==> src/design/ttxhqc_pkg.sv <==
// Package: register map, field positions, carriers and states of the teletext quality block
package ttxhqc_pkg;

  // Register indices; byte address is four times the index
  localparam logic [7:0] IDX_PAGE_OPEN   = 8'hf8;
  localparam logic [7:0] IDX_MAG_LOCK    = 8'hf9;
  localparam logic [7:0] IDX_NEW_HEADER  = 8'hfa;
  localparam logic [7:0] IDX_PKT_REQUEST = 8'hfb;
  localparam logic [7:0] IDX_QUALITY     = 8'hfc;
  localparam logic [7:0] IDX_DEC_HIGH    = 8'hfd;
  localparam logic [7:0] IDX_DEC_MID     = 8'hfe;
  localparam logic [7:0] IDX_DEC_LOW     = 8'hff;

  // Reset values
  localparam logic [7:0] RST_PAGE_OPEN   = 8'h00;
  localparam logic [7:0] RST_MAG_LOCK    = 8'h00;
  localparam logic [7:0] RST_NEW_HEADER  = 8'h00;
  localparam logic [7:0] RST_PKT_REQUEST = 8'h00;
  localparam logic [3:0] RST_COUNT       = 4'h0;
  localparam logic [7:0] RST_DEC_INPUT   = 8'h00;

  // Packet request control field positions
  localparam int POS_MODE_SELECT  = 7;
  localparam int POS_FRAME7_FLAG  = 5;
  localparam int POS_FRAME7_ACC   = 4;
  localparam int POS_SVC_FLAG     = 3;
  localparam int POS_SVC_EN_29    = 0;

  // Quality register nibble positions
  localparam int POS_HAM_COUNT    = 4;
  localparam int POS_BAD_COUNT    = 0;

  // Counter limits and decode figures
  localparam logic [3:0] COUNT_MAX     = 4'hf;
  localparam logic [4:0] POS_LIMIT     = 5'h17;
  localparam logic [3:0] SYND_CLEAN    = 4'hf;
  localparam logic [4:0] ROW_HEADER    = 5'h00;
  localparam logic [4:0] ROW_SVC_FIRST = 5'h1d;

  // Byte from the slicer
  typedef struct packed {
    logic       valid;
    logic [7:0] data;
  } ttxhqc_byte_type;

  // Framing code detection result
  typedef struct packed {
    logic valid;
    logic match8;
    logic match7;
  } ttxhqc_frame_type;

  // Packet address bytes capture
  typedef enum logic [1:0] {
    ST_IDLE  = 2'b00,
    ST_BYTE1 = 2'b01,
    ST_BYTE2 = 2'b10
  } ttxhqc_state_type;

endpackage

==> src/design/ttxhqc_top.sv <==
// Teletext Hamming decoder, quality counters and magazine storage gating
//
// How it works
// - 24/18 position from complemented P5..P1 checks
// - Flag error on bad position or double error
// - Invert indicated bit, clear error flag
// - P1..P5 all one: accept, no error
// - 8/4 checks A..D, correct or flag
// - Count bad line pulses in four bits
// - Counters clear on vsync, saturate at F
// - Count 8/4 errors in two address bytes
// - One count per erroneous byte
// - Quality register read-only, two nibbles
// - Lock and open bits gate magazine storage
// - Header sets flag, software clears it
// - Header starts or restarts an unlocked page
// - Mode bit selects 8/4 or 24/18
// - Seven-bit framing match sets flag
// - Accept bit admits seven-bit framing codes
// - Requested service packet sets its flag
// - Enable bits gate packets 29 to 31
// - 24/18 error clears all data bits
// - 8/4 data in 3:0, error bit 4
//
// Added by the designer: the APB slave port.
`timescale 1ns/1ps
module ttxhqc_top (
  // Clock and reset
  input  wire logic                       clk_sys,
  input  wire logic                       rst_n,
  // APB slave
  input  wire logic                       psel,
  input  wire logic                       penable,
  input  wire logic                       pwrite,
  input  wire logic [11:0]                paddr,
  input  wire logic [31:0]                pwdata,
  output logic      [31:0]                prdata,
  output logic                            pready,
  output logic                            pslverr,
  // Sync extractor and framing detection
  input  wire logic                       vsyncPulse,
  input  wire logic                       vbiActive,
  input  wire logic                       badLinePulse,
  input  wire ttxhqc_pkg::ttxhqc_frame_type frameEvent,
  input  wire ttxhqc_pkg::ttxhqc_byte_type  slicedByte,
  // Storage gating
  output logic                            storeEnable,
  output logic                            pageStart,
  output logic      [2:0]                 storeMagazine,
  output logic      [4:0]                 storeRow
);

  ////////////////////////////////////////////////////////////////////////////
  // Decode functions

  function automatic logic [3:0] ham84_synd(input logic [7:0] b);
    ham84_synd = {b[7] ^ b[5] ^ b[1] ^ b[0],
                  b[7] ^ b[3] ^ b[2] ^ b[1],
                  b[5] ^ b[4] ^ b[3] ^ b[1],
                  ^b};
  endfunction

  // Returns {err, d4..d1}
  function automatic logic [4:0] ham84(input logic [7:0] b);
    logic [3:0] s;
    logic [3:0] d;
    s = ham84_synd(b);
    d = {b[7], b[5], b[3], b[1]};
    ham84 = {1'b0, d};
    case (s)
      4'b0000: ham84 = {1'b0, d ^ 4'b0001};
      4'b0010: ham84 = {1'b0, d ^ 4'b1000};
      4'b0100: ham84 = {1'b0, d ^ 4'b0100};
      4'b1000: ham84 = {1'b0, d ^ 4'b0010};
      default: begin
        // Single errors in check bits are accepted unchanged
        if (s[0] && s != ttxhqc_pkg::SYND_CLEAN) begin
          ham84 = 5'h10;
        end
      end
    endcase
  endfunction

  function automatic logic [23:0] ham2418(input logic [23:0] b);
    logic [4:0]  chk;
    logic        p6;
    logic [4:0]  pos;
    logic        err;
    logic [23:0] c;
    chk[0] = b[0] ^ b[2] ^ b[4] ^ b[6] ^ b[8] ^ b[10] ^ b[12] ^ b[14] ^ b[16] ^ b[18]
             ^ b[20] ^ b[22];
    chk[1] = b[1] ^ b[2] ^ b[5] ^ b[6] ^ b[9] ^ b[10] ^ b[13] ^ b[14] ^ b[17] ^ b[18]
             ^ b[21] ^ b[22];
    chk[2] = b[3] ^ b[4] ^ b[5] ^ b[6] ^ b[11] ^ b[13] ^ b[14] ^ b[19] ^ b[20] ^ b[21]
             ^ b[22];
    chk[3] = ^b[14:7];
    chk[4] = ^b[22:15];
    p6     = ^b;
    pos    = ~chk;
    c      = b;
    err    = 1'b0;
    if (chk == 5'h1f) begin
      err = 1'b0;
    end else if (!p6) begin
      if (pos == 5'h00 || pos > ttxhqc_pkg::POS_LIMIT) begin
        err = 1'b1;
      end else begin
        c = b ^ (24'h000001 << (pos - 5'h01));
      end
    end else begin
      err = 1'b1;
    end
    ham2418 = {err, c[22:16], 3'b000, c[14:10], 2'b00, c[9:8], c[6:4], c[2]};
    if (err) begin
      ham2418 = 24'h800000;
    end
  endfunction

  function automatic logic [3:0] sat_inc(input logic [3:0] v);
    sat_inc = (v == ttxhqc_pkg::COUNT_MAX) ? v : v + 4'h1;
  endfunction

  ////////////////////////////////////////////////////////////////////////////
  // Registers and decode

  logic [7:0]  pageOpen_ff;
  logic [7:0]  magLock_ff;
  logic [7:0]  newHeader_ff;
  logic [7:0]  pktRequest_ff;
  logic [3:0]  hamCount_ff;
  logic [3:0]  badCount_ff;
  logic [23:0] decodeInput_ff;
  logic [31:0] prdata_ff;
  logic [23:0] decodeWord;
  logic [7:0]  qualityValue;
  logic [7:0]  readByte;
  logic        mapped;
  logic        wrEn;
  logic        rdSetup;
  logic [7:0]  regIdx;

  assign regIdx  = paddr[9:2];
  assign mapped  = (paddr[11:10] == 2'b00) && (paddr[1:0] == 2'b00)
                   && (regIdx >= ttxhqc_pkg::IDX_PAGE_OPEN);
  assign wrEn    = psel && penable && pwrite && mapped;
  assign rdSetup = psel && !penable;
  assign pready  = 1'b1;
  assign pslverr = psel && penable && !mapped;
  assign prdata  = prdata_ff;

  // Decode result is purely combinational on the input registers
  always_comb begin
    if (pktRequest_ff[ttxhqc_pkg::POS_MODE_SELECT]) begin
      decodeWord = ham2418(decodeInput_ff);
    end else begin
      decodeWord = {19'h00000, ham84(decodeInput_ff[7:0])};
    end
  end

  assign qualityValue = {hamCount_ff, badCount_ff};

  always_comb begin
    case (regIdx)
      ttxhqc_pkg::IDX_PAGE_OPEN:   readByte = pageOpen_ff;
      ttxhqc_pkg::IDX_MAG_LOCK:    readByte = magLock_ff;
      ttxhqc_pkg::IDX_NEW_HEADER:  readByte = newHeader_ff;
      ttxhqc_pkg::IDX_PKT_REQUEST: readByte = {pktRequest_ff[7], 1'b0, pktRequest_ff[5:0]};
      ttxhqc_pkg::IDX_QUALITY:     readByte = qualityValue;
      ttxhqc_pkg::IDX_DEC_HIGH:    readByte = decodeWord[23:16];
      ttxhqc_pkg::IDX_DEC_MID:     readByte = decodeWord[15:8];
      ttxhqc_pkg::IDX_DEC_LOW:     readByte = decodeWord[7:0];
      default:                     readByte = 8'h00;
    endcase
  end

  // Read data captured at the end of the setup cycle
  always_ff @(posedge clk_sys or negedge rst_n) begin
    if (!rst_n) begin
      prdata_ff <= 32'h00000000;
    end else if (rdSetup) begin
      prdata_ff <= mapped ? {24'h000000, readByte} : 32'h00000000;
    end
  end

  always_ff @(posedge clk_sys or negedge rst_n) begin
    if (!rst_n) begin
      magLock_ff <= ttxhqc_pkg::RST_MAG_LOCK;
    end else if (wrEn && regIdx == ttxhqc_pkg::IDX_MAG_LOCK) begin
      magLock_ff <= pwdata[7:0];
    end
  end

  // Software writes the code bytes in any order; the last write completes the word
  always_ff @(posedge clk_sys or negedge rst_n) begin
    if (!rst_n) begin
      decodeInput_ff <= {3{ttxhqc_pkg::RST_DEC_INPUT}};
    end else if (wrEn) begin
      case (regIdx)
        ttxhqc_pkg::IDX_DEC_HIGH: decodeInput_ff[23:16] <= pwdata[7:0];
        ttxhqc_pkg::IDX_DEC_MID:  decodeInput_ff[15:8]  <= pwdata[7:0];
        ttxhqc_pkg::IDX_DEC_LOW:  decodeInput_ff[7:0]   <= pwdata[7:0];
        default:                  decodeInput_ff <= decodeInput_ff;
      endcase
    end
  end

  ////////////////////////////////////////////////////////////////////////////
  // Packet address capture after framing

  ttxhqc_pkg::ttxhqc_state_type state_ff;
  logic [4:0] firstByte_ff;
  logic       frameAccept;
  logic [4:0] curDec;
  logic       curErr;
  logic [2:0] pktMag;
  logic [4:0] pktRow;
  logic       pktDone;
  logic       isHeader;
  logic       isService;
  logic       svcEnabled;
  logic       unlocked;
  logic [7:0] magBit;

  assign frameAccept = frameEvent.valid && (frameEvent.match8
                       || (frameEvent.match7 && pktRequest_ff[ttxhqc_pkg::POS_FRAME7_ACC]));
  assign curDec  = ham84(slicedByte.data);
  assign curErr  = ham84_synd(slicedByte.data) != ttxhqc_pkg::SYND_CLEAN;
  assign pktDone = (state_ff == ttxhqc_pkg::ST_BYTE2) && slicedByte.valid;
  assign pktMag  = firstByte_ff[2:0];
  assign pktRow  = {curDec[3:0], firstByte_ff[3]};
  assign magBit  = 8'h01 << pktMag;
  assign unlocked   = (magLock_ff & magBit) == 8'h00;
  assign isHeader   = pktDone && !firstByte_ff[4] && !curDec[4] && pktRow == ttxhqc_pkg::ROW_HEADER;
  assign isService  = pktRow >= ttxhqc_pkg::ROW_SVC_FIRST;
  assign svcEnabled = isService && pktRequest_ff[3'(pktRow - ttxhqc_pkg::ROW_SVC_FIRST)];

  always_ff @(posedge clk_sys or negedge rst_n) begin
    if (!rst_n) begin
      state_ff     <= ttxhqc_pkg::ST_IDLE;
      firstByte_ff <= 5'h00;
    end else begin
      case (state_ff)
        ttxhqc_pkg::ST_IDLE: begin
          if (frameAccept) begin
            state_ff <= ttxhqc_pkg::ST_BYTE1;
          end
        end
        ttxhqc_pkg::ST_BYTE1: begin
          if (slicedByte.valid) begin
            firstByte_ff <= curDec;
            state_ff     <= ttxhqc_pkg::ST_BYTE2;
          end
        end
        ttxhqc_pkg::ST_BYTE2: begin
          if (slicedByte.valid) begin
            state_ff <= ttxhqc_pkg::ST_IDLE;
          end
        end
        default: state_ff <= ttxhqc_pkg::ST_IDLE;
      endcase
    end
  end

  ////////////////////////////////////////////////////////////////////////////
  // Quality counters

  logic countByte;
  assign countByte = slicedByte.valid && curErr && vbiActive
                     && (state_ff == ttxhqc_pkg::ST_BYTE1 || state_ff == ttxhqc_pkg::ST_BYTE2);

  always_ff @(posedge clk_sys or negedge rst_n) begin
    if (!rst_n) begin
      badCount_ff <= ttxhqc_pkg::RST_COUNT;
    end else if (vsyncPulse) begin
      badCount_ff <= ttxhqc_pkg::RST_COUNT;
    end else if (badLinePulse) begin
      badCount_ff <= sat_inc(badCount_ff);
    end
  end

  always_ff @(posedge clk_sys or negedge rst_n) begin
    if (!rst_n) begin
      hamCount_ff <= ttxhqc_pkg::RST_COUNT;
    end else if (vsyncPulse) begin
      hamCount_ff <= ttxhqc_pkg::RST_COUNT;
    end else if (countByte) begin
      hamCount_ff <= sat_inc(hamCount_ff);
    end
  end

  ////////////////////////////////////////////////////////////////////////////
  // Magazine control and flags; a hardware set wins over a software clear

  logic [7:0] headerSet;
  logic [7:0] openSet;
  logic       svcHit;
  assign headerSet = isHeader ? magBit : 8'h00;
  assign openSet   = (isHeader && unlocked) ? magBit : 8'h00;
  assign svcHit    = pktDone && !curDec[4] && isService && svcEnabled;

  always_ff @(posedge clk_sys or negedge rst_n) begin
    if (!rst_n) begin
      newHeader_ff <= ttxhqc_pkg::RST_NEW_HEADER;
    end else if (wrEn && regIdx == ttxhqc_pkg::IDX_NEW_HEADER) begin
      newHeader_ff <= (newHeader_ff & pwdata[7:0]) | headerSet;
    end else begin
      newHeader_ff <= newHeader_ff | headerSet;
    end
  end

  always_ff @(posedge clk_sys or negedge rst_n) begin
    if (!rst_n) begin
      pageOpen_ff <= ttxhqc_pkg::RST_PAGE_OPEN;
    end else if (wrEn && regIdx == ttxhqc_pkg::IDX_PAGE_OPEN) begin
      pageOpen_ff <= pwdata[7:0] | openSet;
    end else begin
      pageOpen_ff <= pageOpen_ff | openSet;
    end
  end

  always_ff @(posedge clk_sys or negedge rst_n) begin
    if (!rst_n) begin
      pktRequest_ff <= ttxhqc_pkg::RST_PKT_REQUEST;
    end else begin
      if (wrEn && regIdx == ttxhqc_pkg::IDX_PKT_REQUEST) begin
        pktRequest_ff[7]   <= pwdata[7];
        pktRequest_ff[6]   <= 1'b0;
        pktRequest_ff[4]   <= pwdata[4];
        pktRequest_ff[2:0] <= pwdata[2:0];
        pktRequest_ff[5]   <= (pktRequest_ff[5] & pwdata[5])
                              | (frameEvent.valid & frameEvent.match7);
        pktRequest_ff[3]   <= (pktRequest_ff[3] & pwdata[3]) | svcHit;
      end else begin
        pktRequest_ff[5]   <= pktRequest_ff[5] | (frameEvent.valid & frameEvent.match7);
        pktRequest_ff[3]   <= pktRequest_ff[3] | svcHit;
      end
    end
  end

  ////////////////////////////////////////////////////////////////////////////
  // Storage decision per packet

  logic storeNow;
  always_comb begin
    storeNow = 1'b0;
    if (pktDone && !firstByte_ff[4] && !curDec[4] && unlocked) begin
      if (isHeader) begin
        storeNow = 1'b1;
      end else if (isService) begin
        storeNow = svcEnabled;
      end else begin
        storeNow = (pageOpen_ff & magBit) != 8'h00;
      end
    end
  end

  logic       storeEnable_ff;
  logic       pageStart_ff;
  logic [2:0] storeMagazine_ff;
  logic [4:0] storeRow_ff;

  always_ff @(posedge clk_sys or negedge rst_n) begin
    if (!rst_n) begin
      storeEnable_ff   <= 1'b0;
      pageStart_ff     <= 1'b0;
      storeMagazine_ff <= 3'h0;
      storeRow_ff      <= 5'h00;
    end else begin
      storeEnable_ff <= storeNow;
      pageStart_ff   <= storeNow && isHeader;
      if (pktDone) begin
        storeMagazine_ff <= pktMag;
        storeRow_ff      <= pktRow;
      end
    end
  end

  assign storeEnable   = storeEnable_ff;
  assign pageStart     = pageStart_ff;
  assign storeMagazine = storeMagazine_ff;
  assign storeRow      = storeRow_ff;

  ////////////////////////////////////////////////////////////////////////////
  // Assertions

  AST_CLEAN_ACCEPT: assert property (@(posedge clk_sys) disable iff (!rst_n)
    (pktRequest_ff[7] && decodeInput_ff[22:0] == 23'h00808b) |-> !decodeWord[23])
    else $error("clean 24/18 word flagged");
  AST_ERR_CLEARS: assert property (@(posedge clk_sys) disable iff (!rst_n)
    (pktRequest_ff[7] && decodeWord[23]) |-> decodeWord[22:0] == 23'h000000)
    else $error("data not cleared on error");
  AST_DOUBLE_ERR: assert property (@(posedge clk_sys) disable iff (!rst_n)
    (pktRequest_ff[7] && decodeInput_ff == 24'h00809f) |-> decodeWord[23])
    else $error("double error not flagged");
  AST_SINGLE_FIX: assert property (@(posedge clk_sys) disable iff (!rst_n)
    (pktRequest_ff[7] && decodeInput_ff == 24'h00808f) |-> decodeWord == 24'h000000)
    else $error("single error not corrected");
  AST_HAM84_B1: assert property (@(posedge clk_sys) disable iff (!rst_n)
    (!pktRequest_ff[7] && ham84_synd(decodeInput_ff[7:0]) == 4'b0000)
      |-> decodeWord[4:0] == {1'b0, decodeInput_ff[7], decodeInput_ff[5], decodeInput_ff[3],
                              !decodeInput_ff[1]})
    else $error("8/4 b1 correction wrong");
  AST_VSYNC_CLR: assert property (@(posedge clk_sys) disable iff (!rst_n)
    vsyncPulse |=> qualityValue == 8'h00)
    else $error("counters not cleared on vsync");
  AST_SATURATE: assert property (@(posedge clk_sys) disable iff (!rst_n)
    (badCount_ff == 4'hf && !vsyncPulse) |=> badCount_ff == 4'hf)
    else $error("bad line counter wrapped");
  AST_BAD_INC: assert property (@(posedge clk_sys) disable iff (!rst_n)
    (badLinePulse && !vsyncPulse && badCount_ff != 4'hf)
      |=> badCount_ff == $past(badCount_ff) + 4'h1)
    else $error("bad line not counted");
  AST_HAM_ONE: assert property (@(posedge clk_sys) disable iff (!rst_n)
    (!vsyncPulse && !countByte) |=> hamCount_ff == $past(hamCount_ff))
    else $error("hamming count moved without cause");
  AST_HDR_FLAG: assert property (@(posedge clk_sys) disable iff (!rst_n)
    isHeader |=> (newHeader_ff & $past(magBit)) != 8'h00)
    else $error("new header flag not set");
  AST_FR7_FLAG: assert property (@(posedge clk_sys) disable iff (!rst_n)
    (frameEvent.valid && frameEvent.match7) |=> pktRequest_ff[5])
    else $error("seven bit framing flag not set");
  AST_LOCK_BLOCK: assert property (@(posedge clk_sys) disable iff (!rst_n)
    (pktDone && !unlocked) |=> !storeEnable)
    else $error("locked magazine stored");

  CV_CORRECT24: cover property (@(posedge clk_sys) pktRequest_ff[7] && !decodeWord[23]
                                && decodeInput_ff[22:0] != 23'h000000);
  CV_SATURATE:  cover property (@(posedge clk_sys) hamCount_ff == 4'hf);
  CV_PAGESTART: cover property (@(posedge clk_sys) pageStart);
  CV_SERVICE:   cover property (@(posedge clk_sys) svcHit);

endmodule

==> config.mk <==
export PLATFORM = sky130hd
export DESIGN_NAME = ttxhqc_top
export DESIGN_NICKNAME = d
export VERILOG_FILES = /design/src/design/ttxhqc_pkg.sv /design/src/design/ttxhqc_top.sv
export SDC_FILE = /design/constraint.sdc
export NUM_CORES = 1
export LEC_CHECK = 0
export BUFFER_PORTS_ARGS = -buffer_cell sky130_fd_sc_hd__buf_4
export CORE_ASPECT_RATIO = 2
export CORE_MARGIN = 2
export CORE_UTILIZATION = 50
export CTS_CLUSTER_DIAMETER = 40
export DETAILED_ROUTE_END_ITERATION = 8
export HOLD_SLACK_MARGIN = 0.03
export PLACE_DENSITY = 0.73
export SYNTH_ARGS = -nofsm -noshare
export SYNTH_HDL_FRONTEND = slang
export SYNTH_SLANG_ARGS = --single-unit
==> constraint.sdc <==
create_clock -name clk_sys -period 5.95 [get_ports clk_sys]
set_input_delay 1.4875 -clock clk_sys [delete_from_list [all_inputs] [get_ports clk_sys]]
set_output_delay 1.4875 -clock clk_sys [all_outputs]
set_load 0.1 [all_outputs]
==> results.yml <==
sta:
  tns_ns: 0
  rsz0062_at_grt: "false"
  hold_viol: 0
  min_period_ns: 4.499
  drv_slew: 0
  fmax_mhz: 222.3
  finalSetupViolCount: 0
  fin_skew_ns: 0.008660
  tightest_slew_ns: 1.133
  period_share_pct: 75.61
  relSlewSlack_pct: 24.50
  timing.hold.ws_ns: 0.4994
global_route:
  grt_pass1_wl_um: 26120
  grt_remaining_overflow: 0
  grt_pass1_vias: 5007
  grt_max_degree: 89
  gr-usage-all-layers_pct: 26.89
  antenna_found_initial: 0
final_layout:
  drive_above_1_share_pct: 21.82
  nets: 729
  ff_latch_area_sq_um: 2202
  syn_to_final_growth_pct: 11.71
  nFillCells: 1087
  multi_input_area_sq_um: 3641
  antenna_cells: 0
clocking:
  clk_path_buf_depth: 2
  cts_setup_buffers: 0
  post_cts_resized: 0
  path_clk_slew_ns: 0.07
  clk_latency_ns: 0.35
  postCtsHoldBufs: 0
  cts-buffers-inserted: 9
  cts_tree: "yes"
  htreeDepth: 3
  clock-sinks: 88
  cts_root_buf: "clkbuf_16"
logic_synthesis:
  synth.distinct_cells: 63
  avgSynthCellArea_sq_um: 9.987
  ys_seq_area_share_pct: 35.97
  syn-instance-count: 613
  synth_edf_count: 0
  async_reset_ff_share_pct: 100.0
  synthTopCellsByCount: "88 x dfrtp_1, 47 x nand2_1, 47 x xnor2_1"
  synth_ff_type: "dfrtp_1"
  synth.largest_area_cell: "dfrtp_1"
  synth_top_area_share_pct: 35.97
  yosysWarnings: 0
  syn_area_sq_um: 6122
  ys_seq_elements: 88
  ys_top_cells_by_area: "dfrtp_1 36%, mux2_2 8.5%, xnor2_1 6.7%"
  yosysMostFrequentCell: "dfrtp_1"
critical_path:
  cp_max_fo: 10
  reg2regPathDepth: 9
  r2r_slack_ns: 2.32
  worst_setup_path_start_kind: "primary input"
  r2r-end: "prdata[2]$_DFFE_PN0P_"
  path_class: "primary input to flop"
  critPathBufInv: 1
  worstReg2RegStart: "decodeInput_ff[7]$_DFFE_PN0P_"
  cpPeakStageDelay_ns: 0.52
  critical_path.endpoint_type: "flop"
  crit_family: "simple AND/OR/NAND/NOR gates"
  slowest_stage: "or2_1"
  path_cells: "buf_4 > xnor3_1 > xor2_1 > nor2_1 > a311o_1 > a22oi_1 > nand4_1 > or2_1 > o221ai_1"
  arrival_ns: 4.76
  required_ns: 6.21
die:
  rows: 57
  die_x_um: 82.25
  ioPinCount: 108
  design.core.area_sq_um: 12050
  start_util_pct: 50.79
  die_area_sq_um: 13200
  fp.dieH_um: 160.5
power_and_ir_drop:
  p_leak_nw: 2.948
  max-vdd-ir-drop_v: 0.0002505
  clockPowerShare_pct: 28.6
  p_seq_share_pct: 37.6
  power.switching_w: 0.0008155
  p_int_w: 0.001152
  power_frac_comb_pct: 33.8
  power.density_nw_per_um2: 287.7
  sw_frac_of_total_pct: 41.44
  total_power_w: 0.001968
min_path:
  hp-start: "prdata[2]$_DFFE_PN0P_"
  hp-class: "flop to flop"
  worstHoldPathCells: 2
  holdPathEnd: "prdata[2]$_DFFE_PN0P_"
routing:
  wire_per_inst_um: 21.18
  finalWirelength_um: 17100
  drc: 0
  dr.pass1.iters: 7
  drt_iter0_drc: 382
  vias: 4888
  ant_nets: 0
  viasPerCell: 6.057
flow_run:
  maxCapViolations: 0
run_status:
  run_status: "finished, final reports clean"
placement:
  io_buffers: 58
  globalplace.congestion: 0.9392
  place_hpwl_um: 13350
-- stage by stage --
stage                     worst slack, ns  instances  util [%]  area (sq um)
after floorplan                     1.307        636         -          6208
after global placement              1.171        791     54.27          6541
after detailed placement            1.134        791     54.27          6541
after CTS                           1.473        807     56.74          6839
after global routing                1.317        807     56.74          6839
final                               1.451        807     56.74          6839
-- routing by layer --
| metal | global-route usage, % | routed length, um | share of wire [%] |
|---|---|---|---|
| met1 | 27.26 | 5775 | 34 |
| met2 | 48.02 | 9559 | 56 |
| met3 | 3.652 | 517 | 3.0 |
| met4 | 18.71 | 1243 | 7.3 |
| met5 | 0 | 0 | 0 |
-- kinds of logic (layout without fill, tap and decap cells) --
logic type / after synthesis / in the layout / share of synthesized area (%)
AOI/OAI and AO/OA: 135 / 135 / 14.94
xor gates and xnor gates: 80 / 80 / 14.04
adders and majority gates: 12 / 12 / 2.371
buffers and inverters: 69 / 93 / 5.968
DFF: 88 / 88 / 35.97
muxes: 69 / 69 / 14.27
other: 2 / 25 / 0.1227
and+or+nand+nor: 158 / 158 / 12.32
-- worst reg2reg max path: cells and delay by family (launching register included) --
family                    cells  cell delay [ns]
and+or+nand+nor               2             0.53
xor gates and xnor gates      4             1.51
AOI/OAI and AO/OA             3             0.89
DFF                           1             0.58
-- cell usage in the layout (no fill, tap or decap), drive strengths merged, types with 5 or more instances in the layout --
| master | netlist | routed |
|---|---|---|
| nand2 | 47 | 47 |
| dfrtp | 88 | 88 |
| a21oi | 22 | 22 |
| xnor2 | 50 | 50 |
| buf | 36 | 60 |
| mux4 | 10 | 10 |
| o21ai | 49 | 49 |
| nor3 | 8 | 8 |
| and2 | 5 | 5 |
| a211oi | 15 | 15 |
| mux2i | 13 | 13 |
| xnor3 | 8 | 8 |
| a2111oi | 6 | 6 |
| ha | 10 | 10 |
| clkbuf | 16 | 9 |
| inv | 17 | 22 |
| mux2 | 46 | 46 |
| xor2 | 21 | 21 |
| o221ai | 9 | 9 |
| conb | 2 | 25 |
| nor2 | 40 | 40 |
| or3 | 7 | 7 |
| nand3 | 22 | 22 |
-- final cells by class --
cell class | instances | share of cell area [%]
inverters | 17 | 0.9330
clock buffers | 9 | 3.293
well taps | 147 | 2.689
clock inverters | 7 | 1.061
multi-input cells | 479 | 53.24
repair buffers | 60 | 6.586
flip-flops and latches | 88 | 32.20
-- registers in the layout (all words and copies together), names as in the netlist --
signal / flops
magLock_ff: 8
newHeader_ff: 8
badCount_ff: 4
storeEnable: 1
firstByte_ff: 5
pageOpen_ff: 8
storeMagazine: 3
decodeInput_ff: 24
pageStart: 1
storeRow: 5
prdata: 8
hamCount_ff: 4
state_ff: 2
pktRequest_ff: 7
-- power groups by stage --
stage                     registers [W]  clock network [W]  logic [W]
after floorplan                0.000906                  0   0.000349
after global placement         0.000744                  0   0.000654
after detailed placement       0.000749                  0   0.000665
after CTS                      0.000737           0.000574   0.000667
after global routing           0.000749           0.000598   0.000708
final                          0.000739           0.000564   0.000665
-- how the worst max path moves through the flow --
stage	slack [ns]	depth (start not counted)	endpoint	from
global route	1.32	9	pageOpen_ff[1]$_DFF_PN0_	slicedByte[4]
global placement	1.17	9	pageOpen_ff[5]$_DFF_PN0_	slicedByte[4]
detailed placement	1.13	9	pageOpen_ff[1]$_DFF_PN0_	slicedByte[4]
finish	1.45	9	pageOpen_ff[1]$_DFF_PN0_	slicedByte[4]
CTS	1.47	9	pageOpen_ff[1]$_DFF_PN0_	slicedByte[4]
floorplan	1.31	4	pslverr	paddr[5]
No activity file was read; power rests on OpenSTA's default activity.
